**config.mk**
```make
export PLATFORM = sky130hd
export DESIGN_NAME = ttsp_top
export DESIGN_NICKNAME = d
export VERILOG_FILES = /design/src/hw/ttsp_pkg.sv /design/src/hw/ttsp_top.sv
export SDC_FILE = /design/constraint.sdc
export NUM_CORES = 1
export LEC_CHECK = 0
export BUFFER_PORTS_ARGS = -buffer_cell sky130_fd_sc_hd__buf_2
export CAP_MARGIN = 10
export CORE_MARGIN = 2
export CORE_UTILIZATION = 57
export DETAILED_ROUTE_END_ITERATION = 10
export PLACE_DENSITY = 0.82
export SYNTH_ARGS = -nofsm -noshare
export SYNTH_HDL_FRONTEND = slang
export SYNTH_SLANG_ARGS = --single-unit
```
**constraint.sdc**
```tcl
create_clock -name CLK_I -period 4.2 [get_ports CLK_I]
set_input_delay 0.42 -clock CLK_I [delete_from_list [all_inputs] [get_ports CLK_I]]
set_output_delay 0.42 -clock CLK_I [all_outputs]
set_load 0.02 [all_outputs]
```
**src/hw/ttsp_pkg.sv**
```systemverilog
// constants for the t1 tdm system port and control word decoder
// assumes one 10 MHz system clock; bus clock and line clocks arrive as sampled inputs
// Functional notes
// serial streams: 2048 kbit/s, 125 us frames of 32 channels, 8 bits each.
// payload input sampled on bus clock falling edge; frame pulse marks frame start.
// only 24 of 32 input channels go to the line; other 8 ignored.
// received line payload shifted onto data output on bus clock rising edges.
// data output driven in all 32 slots, including the 8 idle ones.
// status stream: 24 channel words, phase word in 3, master words 15, 31.
// controller sends channel control words and master words in slots 15, 31; code decodes only the master words, other slots ignored.
// controller sends ABCD signalling on stream one in each channel's slot.
// control bit 7 set: raw signalling reported; clear: debounced 6 to 9 ms.
// control bit 6 set: no zero code suppression on transmit data.
// bit 5 set with bit 6 clear enables B8ZS; bit 6 overrides it.
// bits 5 and 6 clear: all-zero channel gets bit 7 forced high.
// bit 4 set holds 8 kHz pin high; clear toggles it from line clock.
// external control pin follows control bit 3.
// ESF and bit 2: send eight ones, eight zeros in data link bits.
// bit 1 clear: ABCD robbed into bit 8 every sixth frame; set disables.
// bit 0 set forces bit 2 low in all transmitted channels.
// second master word bit 4 selects ESF, clear selects D3/D4.
// control words take effect only after their whole channel is received.
package ttsp_pkg;
    localparam int BUS_CHANNELS = 32;
    localparam int BITS_PER_CHANNEL = 8;
    localparam int LINE_CHANNELS = 24;
    localparam int FRAME_US = 125;
    localparam int DEBOUNCE_US = 6000;
    localparam int DEBOUNCE_FRAMES = DEBOUNCE_US / FRAME_US;
    localparam int FRAMES_PER_SUPERFRAME = 24;
    localparam int ROBBED_PERIOD = 6;
    localparam int EIGHT_KHZ_PERIOD = 193;
    localparam int EIGHT_KHZ_HIGH = 97;
    // slot positions
    localparam logic [4:0] MCW1_SLOT = 5'h0f;
    localparam logic [4:0] MCW2_SLOT = 5'h1f;
    localparam logic [4:0] PHASE_SLOT = 5'h03;
    localparam logic [4:0] MSW1_SLOT = 5'h0f;
    localparam logic [4:0] MSW2_SLOT = 5'h1f;
    // master control word one fields
    localparam int MCW1_DEBOUNCE_OFF_BIT = 7;
    localparam int MCW1_TRANSPARENT_BIT = 6;
    localparam int MCW1_B8ZS_BIT = 5;
    localparam int MCW1_EIGHT_KHZ_HOLD_BIT = 4;
    localparam int MCW1_EXT_CTRL_BIT = 3;
    localparam int MCW1_ESF_YELLOW_BIT = 2;
    localparam int MCW1_ROBBED_OFF_BIT = 1;
    localparam int MCW1_BIT2_YELLOW_BIT = 0;
    // master control word two field
    localparam int MCW2_FRAMING_FORMAT_BIT = 4;
    // data byte positions: line bit 1 is the msb, bit 8 the lsb
    localparam int LINE_BIT2_POS = 6;
    localparam int LINE_BIT7_POS = 1;
    localparam int LINE_BIT8_POS = 0;
    // reset and idle values
    localparam logic [7:0] MCW1_RESET = 8'h00;
    localparam logic MCW2_FORMAT_RESET = 1'b0;
    localparam logic [7:0] IDLE_WORD = 8'hff;
endpackage

```
**src/hw/ttsp_top.sv**
```systemverilog
// t1 tdm system port: serial bus side, control word decode, transmit byte processing
// assumes all inputs synchronous to CLK_I; bus clock well below CLK_I/2
`timescale 1ns/1ps
`default_nettype none
module ttsp_top #(
    parameter int DEBOUNCE_FRAMES = ttsp_pkg::DEBOUNCE_FRAMES,
    parameter int EIGHT_KHZ_PERIOD = ttsp_pkg::EIGHT_KHZ_PERIOD,
    parameter int EIGHT_KHZ_HIGH = ttsp_pkg::EIGHT_KHZ_HIGH
) (
    // system
    input wire logic CLK_I,
    input wire logic RESET_N_I,
    // tdm bus side
    input wire logic BUS_CLOCK_2M048_I,
    input wire logic BUS_FRAME_PULSE_N_I,
    input wire logic TX_PAYLOAD_STREAM_IN_I,
    input wire logic CONTROL_STREAM_ZERO_IN_I,
    input wire logic SIGNALLING_STREAM_IN_I,
    output logic RX_PAYLOAD_STREAM_OUT_O,
    output logic STATUS_STREAM_OUT_O,
    // status words from the line side
    input wire logic [7:0] PHASE_STATUS_WORD_I,
    input wire logic [7:0] MASTER_STATUS_WORD_ONE_I,
    input wire logic [7:0] MASTER_STATUS_WORD_TWO_I,
    // transmit bytes toward the line
    output logic [7:0] TX_DS1_DATA_O,
    output logic [4:0] TX_DS1_CHANNEL_O,
    output logic TX_DS1_VALID_O,
    input wire logic TX_DS1_READY_I,
    output logic TX_OVERRUN_O,
    output logic TX_B8ZS_EN_O,
    // received bytes from the line
    input wire logic [7:0] RX_DS1_DATA_I,
    input wire logic [4:0] RX_DS1_CHANNEL_I,
    input wire logic [3:0] RX_DS1_SIG_I,
    input wire logic RX_DS1_VALID_I,
    output logic RX_DS1_READY_O,
    // line clocks and data link
    input wire logic EXTRACTED_LINE_CLOCK_I,
    input wire logic TRANSMIT_LINE_CLOCK_I,
    input wire logic RX_LINE_SYNC_I,
    input wire logic TX_DATA_LINK_IN_I,
    input wire logic TX_FDL_REQ_I,
    output logic TX_FDL_BIT_O,
    // mode outputs
    output logic EIGHT_KHZ_OUT_O,
    output logic EXTERNAL_CONTROL_OUT_O,
    output logic FRAMING_FORMAT_SEL_O
);
    typedef struct packed {
        logic bclk_prev;
        logic [7:0] pos;
        logic [7:0] din_sh;
        logic [7:0] ctl_sh;
        logic [7:0] sig_sh;
        logic [7:0] mcw1;
        logic esf;
        logic [4:0] frame_cnt;
        logic [23:0][3:0] tx_sig;
        logic [23:0][7:0] rx_mem;
        logic [23:0][3:0] rx_raw;
        logic [23:0][3:0] rx_stab;
        logic [23:0][5:0] rx_cnt;
        logic rx_payload_stream_out;
        logic status_stream_out;
        logic [1:0][7:0] buf_data;
        logic [1:0][4:0] buf_ch;
        logic [1:0] buf_cnt;
        logic overrun;
        logic rx_ready;
        logic lclk_prev;
        logic [7:0] e8k_cnt;
        logic e8k;
        logic [3:0] fdl_cnt;
        logic fdl;
        logic tx_valid;
        logic b8zs;
    } ttsp_state_type;

    ttsp_state_type s_reg;
    ttsp_state_type s_next;

    // payload slots: every fourth slot starting at 0 is idle
    function automatic logic ttsp_is_data_slot(input logic [4:0] ch);
        return ch[1:0] != 2'b00;
    endfunction

    function automatic logic [4:0] ttsp_data_index(input logic [4:0] ch);
        return ch - {2'b00, ch[4:2]} - 5'h01;
    endfunction

    // control and status slots: every fourth slot starting at 3 is not a line channel
    function automatic logic ttsp_is_ctrl_slot(input logic [4:0] ch);
        return ch[1:0] != 2'b11;
    endfunction

    function automatic logic [4:0] ttsp_ctrl_index(input logic [4:0] ch);
        return ch - {2'b00, ch[4:2]};
    endfunction

    // robbed bit for the frame: {insert, bit}; A in frame 6 through D in frame 24
    function automatic logic [1:0] ttsp_robbed(input logic [4:0] fc, input logic [3:0] sig);
        logic [1:0] r;
        r = 2'b00;
        if (fc == 5'(ttsp_pkg::ROBBED_PERIOD - 1)) begin
            r = {1'b1, sig[3]};
        end else if (fc == 5'(2 * ttsp_pkg::ROBBED_PERIOD - 1)) begin
            r = {1'b1, sig[2]};
        end else if (fc == 5'(3 * ttsp_pkg::ROBBED_PERIOD - 1)) begin
            r = {1'b1, sig[1]};
        end else if (fc == 5'(4 * ttsp_pkg::ROBBED_PERIOD - 1)) begin
            r = {1'b1, sig[0]};
        end
        return r;
    endfunction

    always_comb begin
        logic fall;
        logic rise;
        logic lclk;
        logic [4:0] ch;
        logic [4:0] idx;
        logic [4:0] ridx;
        logic [7:0] din_b;
        logic [7:0] ctl_b;
        logic [7:0] sig_b;
        logic [7:0] tx_b;
        logic [7:0] out_b;
        logic [7:0] st_b;
        logic [1:0] rob;
        fall = 1'b0;
        rise = 1'b0;
        lclk = 1'b0;
        ch = 5'h00;
        idx = 5'h00;
        ridx = 5'h00;
        din_b = 8'h00;
        ctl_b = 8'h00;
        sig_b = 8'h00;
        tx_b = 8'h00;
        out_b = 8'h00;
        st_b = 8'h00;
        rob = 2'b00;
        s_next = s_reg;
        s_next.rx_ready = 1'b1;
        fall = s_reg.bclk_prev & ~BUS_CLOCK_2M048_I;
        rise = ~s_reg.bclk_prev & BUS_CLOCK_2M048_I;
        s_next.bclk_prev = BUS_CLOCK_2M048_I;
        ch = s_reg.pos[7:3];

        // head of the two-entry transmit buffer leaves when the line side takes it
        if (s_reg.buf_cnt != 2'b00 && TX_DS1_READY_I) begin
            s_next.buf_data[0] = s_reg.buf_data[1];
            s_next.buf_ch[0] = s_reg.buf_ch[1];
            s_next.buf_cnt = s_reg.buf_cnt - 2'b01;
        end

        if (fall) begin
            din_b = {s_reg.din_sh[6:0], TX_PAYLOAD_STREAM_IN_I};
            ctl_b = {s_reg.ctl_sh[6:0], CONTROL_STREAM_ZERO_IN_I};
            sig_b = {s_reg.sig_sh[6:0], SIGNALLING_STREAM_IN_I};
            s_next.din_sh = din_b;
            s_next.ctl_sh = ctl_b;
            s_next.sig_sh = sig_b;
            if (s_reg.pos[2:0] == 3'h7) begin
                if (ttsp_is_data_slot(ch)) begin
                    idx = ttsp_data_index(ch);
                    tx_b = din_b;
                    rob = ttsp_robbed(s_reg.frame_cnt, s_reg.tx_sig[idx]);
                    if (!s_reg.mcw1[ttsp_pkg::MCW1_ROBBED_OFF_BIT] && rob[1]) begin
                        tx_b[ttsp_pkg::LINE_BIT8_POS] = rob[0];
                    end
                    if (s_reg.mcw1[ttsp_pkg::MCW1_BIT2_YELLOW_BIT]) begin
                        tx_b[ttsp_pkg::LINE_BIT2_POS] = 1'b0;
                    end
                    if (!s_reg.mcw1[ttsp_pkg::MCW1_TRANSPARENT_BIT] && !s_reg.mcw1[ttsp_pkg::MCW1_B8ZS_BIT]
                        && tx_b == 8'h00) begin
                        tx_b[ttsp_pkg::LINE_BIT7_POS] = 1'b1;
                    end
                    // a full buffer drops the word and flags it
                    if (s_next.buf_cnt == 2'b10) begin
                        s_next.overrun = 1'b1;
                    end else begin
                        s_next.buf_data[s_next.buf_cnt[0]] = tx_b;
                        s_next.buf_ch[s_next.buf_cnt[0]] = idx + 5'h01;
                        s_next.buf_cnt = s_next.buf_cnt + 2'b01;
                    end
                end
                if (ttsp_is_ctrl_slot(ch)) begin
                    s_next.tx_sig[ttsp_ctrl_index(ch)] = sig_b[3:0];
                end
                if (ch == ttsp_pkg::MCW1_SLOT) begin
                    s_next.mcw1 = ctl_b;
                end
                if (ch == ttsp_pkg::MCW2_SLOT) begin
                    s_next.esf = ctl_b[ttsp_pkg::MCW2_FRAMING_FORMAT_BIT];
                end
            end
            if (!BUS_FRAME_PULSE_N_I) begin
                s_next.pos = 8'h00;
                if (s_reg.frame_cnt == 5'(ttsp_pkg::FRAMES_PER_SUPERFRAME - 1)) begin
                    s_next.frame_cnt = 5'h00;
                end else begin
                    s_next.frame_cnt = s_reg.frame_cnt + 5'h01;
                end
            end else begin
                s_next.pos = s_reg.pos + 8'h01;
            end
        end

        if (rise) begin
            if (ttsp_is_data_slot(ch)) begin
                out_b = s_reg.rx_mem[ttsp_data_index(ch)];
            end else begin
                out_b = ttsp_pkg::IDLE_WORD;
            end
            if (ch == ttsp_pkg::PHASE_SLOT) begin
                st_b = PHASE_STATUS_WORD_I;
            end else if (ch == ttsp_pkg::MSW1_SLOT) begin
                st_b = MASTER_STATUS_WORD_ONE_I;
            end else if (ch == ttsp_pkg::MSW2_SLOT) begin
                st_b = MASTER_STATUS_WORD_TWO_I;
            end else if (!ttsp_is_ctrl_slot(ch)) begin
                st_b = ttsp_pkg::IDLE_WORD;
            end else if (s_reg.mcw1[ttsp_pkg::MCW1_DEBOUNCE_OFF_BIT]) begin
                st_b = {4'h0, s_reg.rx_raw[ttsp_ctrl_index(ch)]};
            end else begin
                st_b = {4'h0, s_reg.rx_stab[ttsp_ctrl_index(ch)]};
            end
            s_next.rx_payload_stream_out = out_b[~s_reg.pos[2:0]];
            s_next.status_stream_out = st_b[~s_reg.pos[2:0]];
        end

        // received bytes and signalling; one arrival per channel per line frame
        if (RX_DS1_VALID_I && RX_DS1_CHANNEL_I != 5'h00 && RX_DS1_CHANNEL_I <= 5'(ttsp_pkg::LINE_CHANNELS)) begin
            ridx = RX_DS1_CHANNEL_I - 5'h01;
            s_next.rx_mem[ridx] = RX_DS1_DATA_I;
            if (RX_DS1_SIG_I == s_reg.rx_raw[ridx]) begin
                if (s_reg.rx_cnt[ridx] == 6'(DEBOUNCE_FRAMES - 1)) begin
                    s_next.rx_stab[ridx] = RX_DS1_SIG_I;
                end
                if (s_reg.rx_cnt[ridx] != 6'(DEBOUNCE_FRAMES)) begin
                    s_next.rx_cnt[ridx] = s_reg.rx_cnt[ridx] + 6'h01;
                end
            end else begin
                s_next.rx_raw[ridx] = RX_DS1_SIG_I;
                s_next.rx_cnt[ridx] = 6'h00;
            end
        end

        // 8 kHz from the extracted clock while in sync, else from the transmit clock
        lclk = RX_LINE_SYNC_I ? EXTRACTED_LINE_CLOCK_I : TRANSMIT_LINE_CLOCK_I;
        s_next.lclk_prev = lclk;
        if (lclk && !s_reg.lclk_prev) begin
            if (s_reg.e8k_cnt == 8'(EIGHT_KHZ_PERIOD - 1)) begin
                s_next.e8k_cnt = 8'h00;
            end else begin
                s_next.e8k_cnt = s_reg.e8k_cnt + 8'h01;
            end
        end
        s_next.e8k = s_reg.mcw1[ttsp_pkg::MCW1_EIGHT_KHZ_HOLD_BIT] ||
            (s_reg.e8k_cnt < 8'(EIGHT_KHZ_HIGH));

        // data link: yellow pattern in ESF with control bit 2 set, otherwise the serial link input
        if (TX_FDL_REQ_I) begin
            s_next.fdl_cnt = s_reg.fdl_cnt + 4'h1;
        end
        if (s_reg.esf && s_reg.mcw1[ttsp_pkg::MCW1_ESF_YELLOW_BIT]) begin
            s_next.fdl = ~s_next.fdl_cnt[3];
        end else begin
            s_next.fdl = TX_DATA_LINK_IN_I;
        end

        // buffer valid and coder enable are registered copies of next state, so no output is decoded
        s_next.tx_valid = s_next.buf_cnt != 2'b00;
        s_next.b8zs = s_next.mcw1[ttsp_pkg::MCW1_B8ZS_BIT] & ~s_next.mcw1[ttsp_pkg::MCW1_TRANSPARENT_BIT];
    end

    always_ff @(posedge CLK_I or negedge RESET_N_I) begin
        if (!RESET_N_I) begin
            s_reg <= '0;
            s_reg.mcw1 <= ttsp_pkg::MCW1_RESET;
            s_reg.esf <= ttsp_pkg::MCW2_FORMAT_RESET;
            s_reg.rx_payload_stream_out <= 1'b1;
            s_reg.status_stream_out <= 1'b1;
        end else begin
            s_reg <= s_next;
        end
    end

    assign RX_PAYLOAD_STREAM_OUT_O = s_reg.rx_payload_stream_out;
    assign STATUS_STREAM_OUT_O = s_reg.status_stream_out;
    assign TX_DS1_DATA_O = s_reg.buf_data[0];
    assign TX_DS1_CHANNEL_O = s_reg.buf_ch[0];
    assign TX_DS1_VALID_O = s_reg.tx_valid;
    assign TX_OVERRUN_O = s_reg.overrun;
    assign TX_B8ZS_EN_O = s_reg.b8zs;
    assign RX_DS1_READY_O = s_reg.rx_ready;
    assign TX_FDL_BIT_O = s_reg.fdl;
    assign EIGHT_KHZ_OUT_O = s_reg.e8k;
    assign EXTERNAL_CONTROL_OUT_O = s_reg.mcw1[ttsp_pkg::MCW1_EXT_CTRL_BIT];
    assign FRAMING_FORMAT_SEL_O = s_reg.esf;
endmodule
`default_nettype wire

```
==> results of run 1 <==
-- logic make-up (layout without fill, tap and decap cells) --
kind of cell,after synthesis,in the layout,synth area share
AO/OA/AOI/OAI,199,199,0.0377
multiplexers,809,809,0.320
AND/OR/NAND/NOR,671,671,0.0914
buffers and inverters,203,367,0.0257
adder cells (fa/ha/maj),26,26,0.00949
flip-flops,713,713,0.509
other,1,3,0.000107
XOR/XNOR,26,26,0.00671
-- cell usage in the layout (no fill, tap or decap), types with 10 or more instances in the layout --
cell type  Yosys  routed
nor2_1       108     108
mux4_2       192     192
a31oi_1       16      16
mux2_1        12      12
bufinv_16      0      12
mux2_2       571     571
xnor2_1       14      12
clkbuf_8       0      18
a211oi_1      10      10
nor2b_1       14      13
buf_4         17     102
dfrtp_1      711     711
clkbuf_16      0      77
buf_2         30      75
nand2_1      357     357
and2_1        12      12
nand4_4       10      10
a21oi_1       43      43
nor3_1        26      25
or3_1         10      10
ha_1          25      22
o31ai_1       11      11
nand4_1       37      37
nand3_1       37      37
buf_12         1      13
o21ai_0       38      38
clkbuf_1     106      10
inv_1         30      30
mux2i_1       34      34
xor2_1        11      10
clkinv_2       0      11
-- area by class of cell --
type / count / area (µm²) / area share
Antenna cell: 2 / 5.00 / 0.000127
Clock buffer: 105 / 2210 / 0.0559
Clock inverter: 35 / 515 / 0.0130
Inverter: 31 / 116 / 0.00294
Multi-Input combinational cell: 1732 / 16400 / 0.415
Sequential cell: 713 / 17800 / 0.451
Tap cell: 782 / 978 / 0.0247
Timing Repair Buffer: 196 / 1470 / 0.0371
-- critical path, stage by stage, from the launching register on --
cell and delay [ns]:
dfrtp_1 0.38, inv_1 0.12, ha_4 0.15, inv_1 0.05, fa_2 0.51, inv_1 0.20
ha_1 0.44, nand2_1 0.13, o31a_1 0.40, or4b_2 0.70, a21oi_1 0.18, o21ai_0 0.11
a211o_1 0.38, a21o_1 0.18
-- power by group --
| group | internal [mW] | switching, mW |
|---|---|---|
| Combinational | 2.39 | 2.79 |
| Sequential | 7.69 | 0.623 |
| Clock | 4.44 | 2.81 |
-- path summary, 6_finish.rpt --
| kind | start | endpoint | slack, ns | depth (start not counted) |
|---|---|---|---|---|
| setup / recovery | s_reg[714]$_DFFE_PN0P_ | s_reg[40]$_DFFE_PN0P_ | 0.17 | 13 |
| hold / removal | TRANSMIT_LINE_CLOCK_I | s_reg[16]$_DFF_PN0_ | 0.03 | 3 |
| setup reg to reg | s_reg[714]$_DFFE_PN0P_ | s_reg[40]$_DFFE_PN0P_ | 0.17 | 13 |
| hold reg to reg | s_reg[539]$_DFFE_PN0P_ | s_reg[539]$_DFFE_PN0P_ | 0.48 | 2 |
| max in group asynchronous | RESET_N_I | s_reg[614]$_DFFE_PN0P_ | 2.44 | 3 |
| min in group asynchronous | RESET_N_I | s_reg[130]$_DFFE_PN0P_ | 0.33 | 2 |
-- metrics by stage --
| step | instance area, µm² | worst slack [ns] | power [mW] | instances | hold slack [ns] |
|---|---|---|---|---|---|
| after floorplan | 35100 | 0.00844 | 11.7 | 2648 | 0.124 |
| after global routing | 39500 | 0.0404 | 21.5 | 3595 | 0.0228 |
| after CTS | 39500 | 0.259 | 20.8 | 3594 | 0.00224 |
| after global placement | 36800 | 0.130 | 13.3 | 3449 | 0.389 |
| after detailed placement | 36800 | 0.0843 | 13.5 | 3449 | 0.396 |
| final | 39500 | 0.168 | 20.7 | 3596 | 0.0266 |
-- metal layers --
metal | vias to the layer above | wire [µm] | part of all wire | global-route usage
met5 | - | 0 | 0 | 0
li1 | 9904 | - | - | -
met4 | 0 | 3680 | 0.041 | 0.118
met3 | 268 | 7070 | 0.079 | 0.0655
met1 | 12100 | 35200 | 0.39 | 0.382
met2 | 1086 | 43700 | 0.49 | 0.470
-- repair_timing --
action | in CTS | in global routing
hold endpoints to repair | 52 | 0
hold buffers | 5 | 0
setup endpoints to repair | 0 | 0
==> flow_metrics.env, run 1 <==
export IMPL_fp_coreArea_um2=60600
export IMPL_share_of_layout_cells_above_drive_strength_1=0.404
export IMPL_max_freq_mhz=248
export IMPL_synth_seq_cells=713
export IMPL_synth_area_um2=35100
export IMPL_max_cap_violations=0
export IMPL_crit_path_max_fanout=7
export IMPL_rsz0062_at_grt="false"
export IMPL_cts_setup_buffers=0
export IMPL_netlist_instances=2648
export IMPL_drc_errors=0
export IMPL_least_margin_pin_slew_ns=1.08
export IMPL_finalSetupViolations=0
export IMPL_final_setup_tns_ns=0
export IMPL_startpoint_type="flip-flop"
export IMPL_antenna_found_initial=1
export IMPL_min_period_ns=4.03
export IMPL_power_per_cell_area_nw_per_um2=524
export IMPL_worst_skew_pair_late_latency_ns=0.63
export IMPL_syn_area_per_cell_um2=13.2
export IMPL_grt_pass1_wl_um=142000
export IMPL_total_leakage_power_nw=18.7
export IMPL_tritoncts="yes"
export IMPL_wire_length_per_cell_um=24.9
export IMPL_first_global_vias=24900
export IMPL_synth_top_cells_by_count="dfrtp_1, mux2_2, nand2_1"
export IMPL_die_area_um2=63500
export IMPL_worst_setup_hold_path_clk_slew_ns=0.06
export IMPL_avg_vias_per_cell=6.51
export IMPL_synth_edff_count=0
export IMPL_synth_net_count=2729
export IMPL_cp_data_arrival_time_ns=4.55
export IMPL_timing_final_hold_violations=0
export IMPL_detailedPlacementHpwl_um=60100
export IMPL_finish_net_count=2831
export IMPL_layout_worst_path_cycle_share=0.960
export IMPL_design_portCount=78
export IMPL_final_core_utilization=0.653
export IMPL_number_of_vias_in_the_routed_layout=23400
export IMPL_floorplan_initialDensity=0.579
export IMPL_timing_slew_headroom=0.278
export IMPL_power_ir_vdd_worst_mv=0.358
export IMPL_dr_pass1_iters=9
export IMPL_largest_reg_flops=690
export IMPL_globalRoute_totalOverflow=0
export IMPL_gp_routability_congestion=0.968
export IMPL_std_cell_rows=90
export IMPL_synth_top_area_share=0.507
export IMPL_worstSetupEndpointType="flip-flop"
export IMPL_largest_clock_skew_in_the_final_design_ns=0.0253
export IMPL_synth_yosys_seq_area_share=0.509
export IMPL_grt_start_max_net_pins=167
export IMPL_fill_cell_instance_count_of_the_final_layout=4151
export IMPL_drt_first_iter_violations=2435
export IMPL_wl_um=89700
export IMPL_run_status="complete, no violations"
export IMPL_number_of_buffer_cells_added_on_primary_ports=77
export IMPL_cts_buffers=76
export IMPL_cts_htree_levels=3
export IMPL_hp_class="input port to flip-flop"
export IMPL_synth_async_sr_flop_share=1.00
export IMPL_tritoncts_num_sinks=713
export IMPL_cts_root_to_sink_buffers=3
export IMPL_yosys_cell_types_count=79
export IMPL_synth_area_leaders="dfrtp_1, mux2_2, mux4_2"
export IMPL_cts_root_buffer="clkbuf_16"
export IMPL_ys_flop_type="dfrtp_1"
export IMPL_timing_critical_path_required_ns=4.72
export IMPL_synthDominantAreaCellType="dfrtp_1"
export IMPL_die_y_um=252
export IMPL_synth_most_common_cell="dfrtp_1"
export IMPL_globalRouteTotalUtil=0.290
export IMPL_timing_final_max_slew_violations=0
export IMPL_ys_warn_count=0
export IMPL_antenna_left=0
export IMPL_worstSetupPathType="flip-flop to flip-flop"
export IMPL_synthToLayoutAreaGrowth_pct=12.7
export IMPL_resized_cells_post_cts=0
export IMPL_die_width_um=252
(Power assumes the default switching activity.)
==> run 2: changes to the inputs <==
- ABC_AREA: unset -> 1
==> run 2 against run 1 <==
Via count rose by 45%. Total power shrank 2.7%. Cell count rose by 62%. Utilization down 2.0 points.
==> flow_metrics.env, run 2 <==
export IMPL_fp_coreArea_um2=64200
export IMPL_synth_fa_ha_area_frac=0.00901
export IMPL_gp_routability_congestion=0.968
export IMPL_largest_clock_skew_in_the_final_design_ns=0.0309
export IMPL_final_cell_mix="nand2_1, dfrtp_1, o21ai_0, inv_1, nor2_1"
export IMPL_detailedPlacementHpwl_um=67000
export IMPL_antenna_found_initial=0
export IMPL_design_portCount=78
export IMPL_dr_pass1_iters=9
export IMPL_dpl_worst_slack_ns=0.259
export IMPL_wire_length_per_cell_um=18.2
export IMPL_cts_root_buffer="clkbuf_16"
export IMPL_crit_chain="inv_1, ha_4, inv_1, fa_2, ha_1, nand2_2, clkinvlp_4, buf_4, a22oi_1, o21ai_0, nand2_1, nand3_1, nand3_1, nand3_1, nand3_1, nand3_1, nand2_1, a21oi_1"
export IMPL_cp_data_arrival_time_ns=4.54
export IMPL_timing_slew_headroom=0.414
export IMPL_worst_skew_pair_late_latency_ns=0.64
export IMPL_layout_worst_path_cycle_share=0.952
export IMPL_timing_critical_path_slowest_stage_cell="fa_2"
export IMPL_timing_critical_path_required_ns=4.74
export IMPL_synth_area_leaders="dfrtp_1, nand2_1, o21ai_0"
export IMPL_groute_layer_met1_usage=0.431
export IMPL_floorplan_initialDensity=0.575
export IMPL_synth_area_um2=36900
export IMPL_worst_setup_hold_path_clk_slew_ns=0.06
export IMPL_hp_class="input port to flip-flop"
export IMPL_largest_reg_flops=690
export IMPL_avg_vias_per_cell=5.84
export IMPL_tritoncts="yes"
export IMPL_synth_top_area_share=0.482
export IMPL_antenna_left=0
export IMPL_power_ir_vdd_worst_mv=0.316
export IMPL_startpoint_type="flip-flop"
export IMPL_finish_cell_count_without_fillers=5830
export IMPL_most_used_routing_layer="met2"
export IMPL_max_cap_violations=0
export IMPL_ys_flop_type="dfrtp_1"
export IMPL_cts_htree_levels=3
export IMPL_run_status="complete, no violations"
export IMPL_synthDominantAreaCellType="dfrtp_1"
export IMPL_die_y_um=259
export IMPL_ys_warn_count=0
export IMPL_drt_first_iter_violations=4450
export IMPL_die_area_um2=66800
export IMPL_combinational_family_with_the_most_area_after_synthesis="simple AND/OR/NAND/NOR gates"
export IMPL_final_common_cell="nand2_1"
export IMPL_finish_net_count=4997
export IMPL_worst_r2r_setup_slack_ns=0.20
export IMPL_synthToLayoutAreaGrowth_pct=10.0
export IMPL_worst_hold_path_num_cells=2
export IMPL_total_leakage_power_nw=20.5
export IMPL_crit_path_max_fanout=14
export IMPL_critical_path_most_common_cell="nand3_1"
export IMPL_globalRouteTotalUtil=0.318
export IMPL_min_period_ns=4.00
export IMPL_crit_path_start="s_reg[714]$_DFFE_PN0P_"
export IMPL_ff2ff_path_depth=18
export IMPL_synth_top_cells_by_count="nand2_1, dfrtp_1, o21ai_0"
export IMPL_drc_errors=0
export IMPL_netlist_instances=4945
export IMPL_max_freq_mhz=250
export IMPL_crit_reg2reg_launch="s_reg[714]$_DFFE_PN0P_"
export IMPL_synth_compound_area_share=0.147
export IMPL_timing_final_hold_violations=0
export IMPL_grt_start_max_net_pins=161
export IMPL_synth_xor_area_share=0.00417
export IMPL_yosys_cell_types_count=50
export IMPL_synth_simple_gate_area_frac=0.255
export IMPL_first_global_vias=32600
export IMPL_number_of_buffer_cells_added_on_primary_ports=77
export IMPL_synth_most_common_cell="nand2_1"
export IMPL_worstSetupEndpointType="flip-flop"
export IMPL_rsz0062_at_grt="false"
export IMPL_critical_path_max_stage_delay_ns=0.48
export IMPL_globalRoute_totalOverflow=0
export IMPL_grt_use_met3=0.0731
export IMPL_capture_point_of_the_worst_reg_to_reg_path="RX_PAYLOAD_STREAM_OUT_O$_DFFE_PN1P_"
export IMPL_synth_edff_count=0
export IMPL_final_setup_tns_ns=0
export IMPL_least_margin_pin_slew_ns=0.878
export IMPL_timing_final_max_slew_violations=0
export IMPL_number_of_vias_in_the_routed_layout=34000
export IMPL_tritoncts_num_sinks=713
export IMPL_cts_root_to_sink_buffers=3
export IMPL_syn_area_per_cell_um2=7.47
export IMPL_finalSetupViolations=0
export IMPL_die_width_um=259
export IMPL_worstSetupPathType="flip-flop to flip-flop"
export IMPL_critical_path_endpoint="RX_PAYLOAD_STREAM_OUT_O$_DFFE_PN1P_"
export IMPL_synth_net_count=5026
export IMPL_hold_ws_ns=0.0232
export IMPL_grt_pass1_wl_um=172000
export IMPL_grt_met2_use=0.499
export IMPL_std_cell_rows=93
export IMPL_layout_setup_ws_ns=0.202
export IMPL_synth_async_sr_flop_share=1.00
export IMPL_cts_buffers=76
export IMPL_placed_cells=5688
export IMPL_antenna_diode_count=0
export IMPL_power_per_cell_area_nw_per_um2=497
export IMPL_wl_um=106000
export IMPL_share_of_layout_cells_above_drive_strength_1=0.0830
export IMPL_synth_mux_area_fraction=0.000915
export IMPL_synth_seq_cells=713
export IMPL_synth_yosys_seq_area_share=0.483
==> run 2: how the worst min path moves through the flow <==
| stage | to | slack (ns) | from |
|---|---|---|---|
| after global routing | s_reg[687]$_DFFE_PN0P_ | 0.03 | SIGNALLING_STREAM_IN_I |
| after global placement | TX_OVERRUN_O$_DFFE_PN0P_ | 0.44 | TX_OVERRUN_O$_DFFE_PN0P_ |
| final | s_reg[3]$_DFFE_PN0P_ | 0.02 | TX_FDL_REQ_I |
| after CTS | s_reg[3]$_DFFE_PN0P_ | 0.004 | TX_FDL_REQ_I |
| after detailed placement | TX_OVERRUN_O$_DFFE_PN0P_ | 0.45 | TX_OVERRUN_O$_DFFE_PN0P_ |
| after floorplan | EIGHT_KHZ_OUT_O$_DFF_PN0_ | 0.12 | RESET_N_I |
==> run 2: repair_timing <==
action	CTS	global route
resized for setup	0	2
endpoints found under the setup margin	0	4
hold buffers	2	0
endpoints found under the hold margin	80	0
setup buffers	0	3
==> run 2: where the power goes <==
group	total (mW)	internal, mW	leakage (nW)	switching, mW
registers	9.11	8.34	8.92	0.773
logic	4.17	1.44	10.4	2.73
clock network	6.90	4.05	1.26	2.85
total	20.2	13.8	20.5	6.35
==> run 2: final cells by class <==
class / instances / area, µm²
inverters: 580 / 2190
fillers: 5474 / 23600
flip-flops and latches: 713 / 17800
well taps: 855 / 1070
repair buffers: 194 / 1530
multi-input cells: 3351 / 15400
clock buffers: 111 / 2260
clock inverters: 26 / 297
==> run 2: critical path: cells and delay by family (launching register included) <==
family                   cells  cell delay, ns
AO/OA/AOI/OAI                3            0.51
flip-flops                   1            0.42
adder cells (fa/ha/maj)      3            1.08
buffers and inverters        4            0.82
AND/OR/NAND/NOR              8            1.08
==> run 2: logic make-up (layout without fill, tap and decap cells) <==
kind of cell | after synthesis | after routing
AND/OR/NAND/NOR | 2288 | 2288
AO/OA/AOI/OAI | 1018 | 1018
buffers and inverters | 881 | 911
flip-flops | 713 | 713
adder cells (fa/ha/maj) | 26 | 26
XOR/XNOR | 15 | 15
multiplexers | 3 | 3
other | 1 | 1
==> run 2: stage by stage <==
stage | cell area, µm² | total power [mW] | util
final | 40600 | 20.2 | 0.633
after floorplan | 36900 | 12.0 | -
after global placement | 38000 | 13.0 | 0.592
after global routing | 40600 | 21.2 | 0.633
after CTS | 40600 | 20.1 | 0.632
after detailed placement | 38000 | 13.2 | 0.592
==> run 2: per-layer routing <==
layer,up-vias,routed length (µm)
met3,307,11500
met2,1848,48500
met4,0,3890
met1,16100,42200
li1,15800,-
met5,-,0
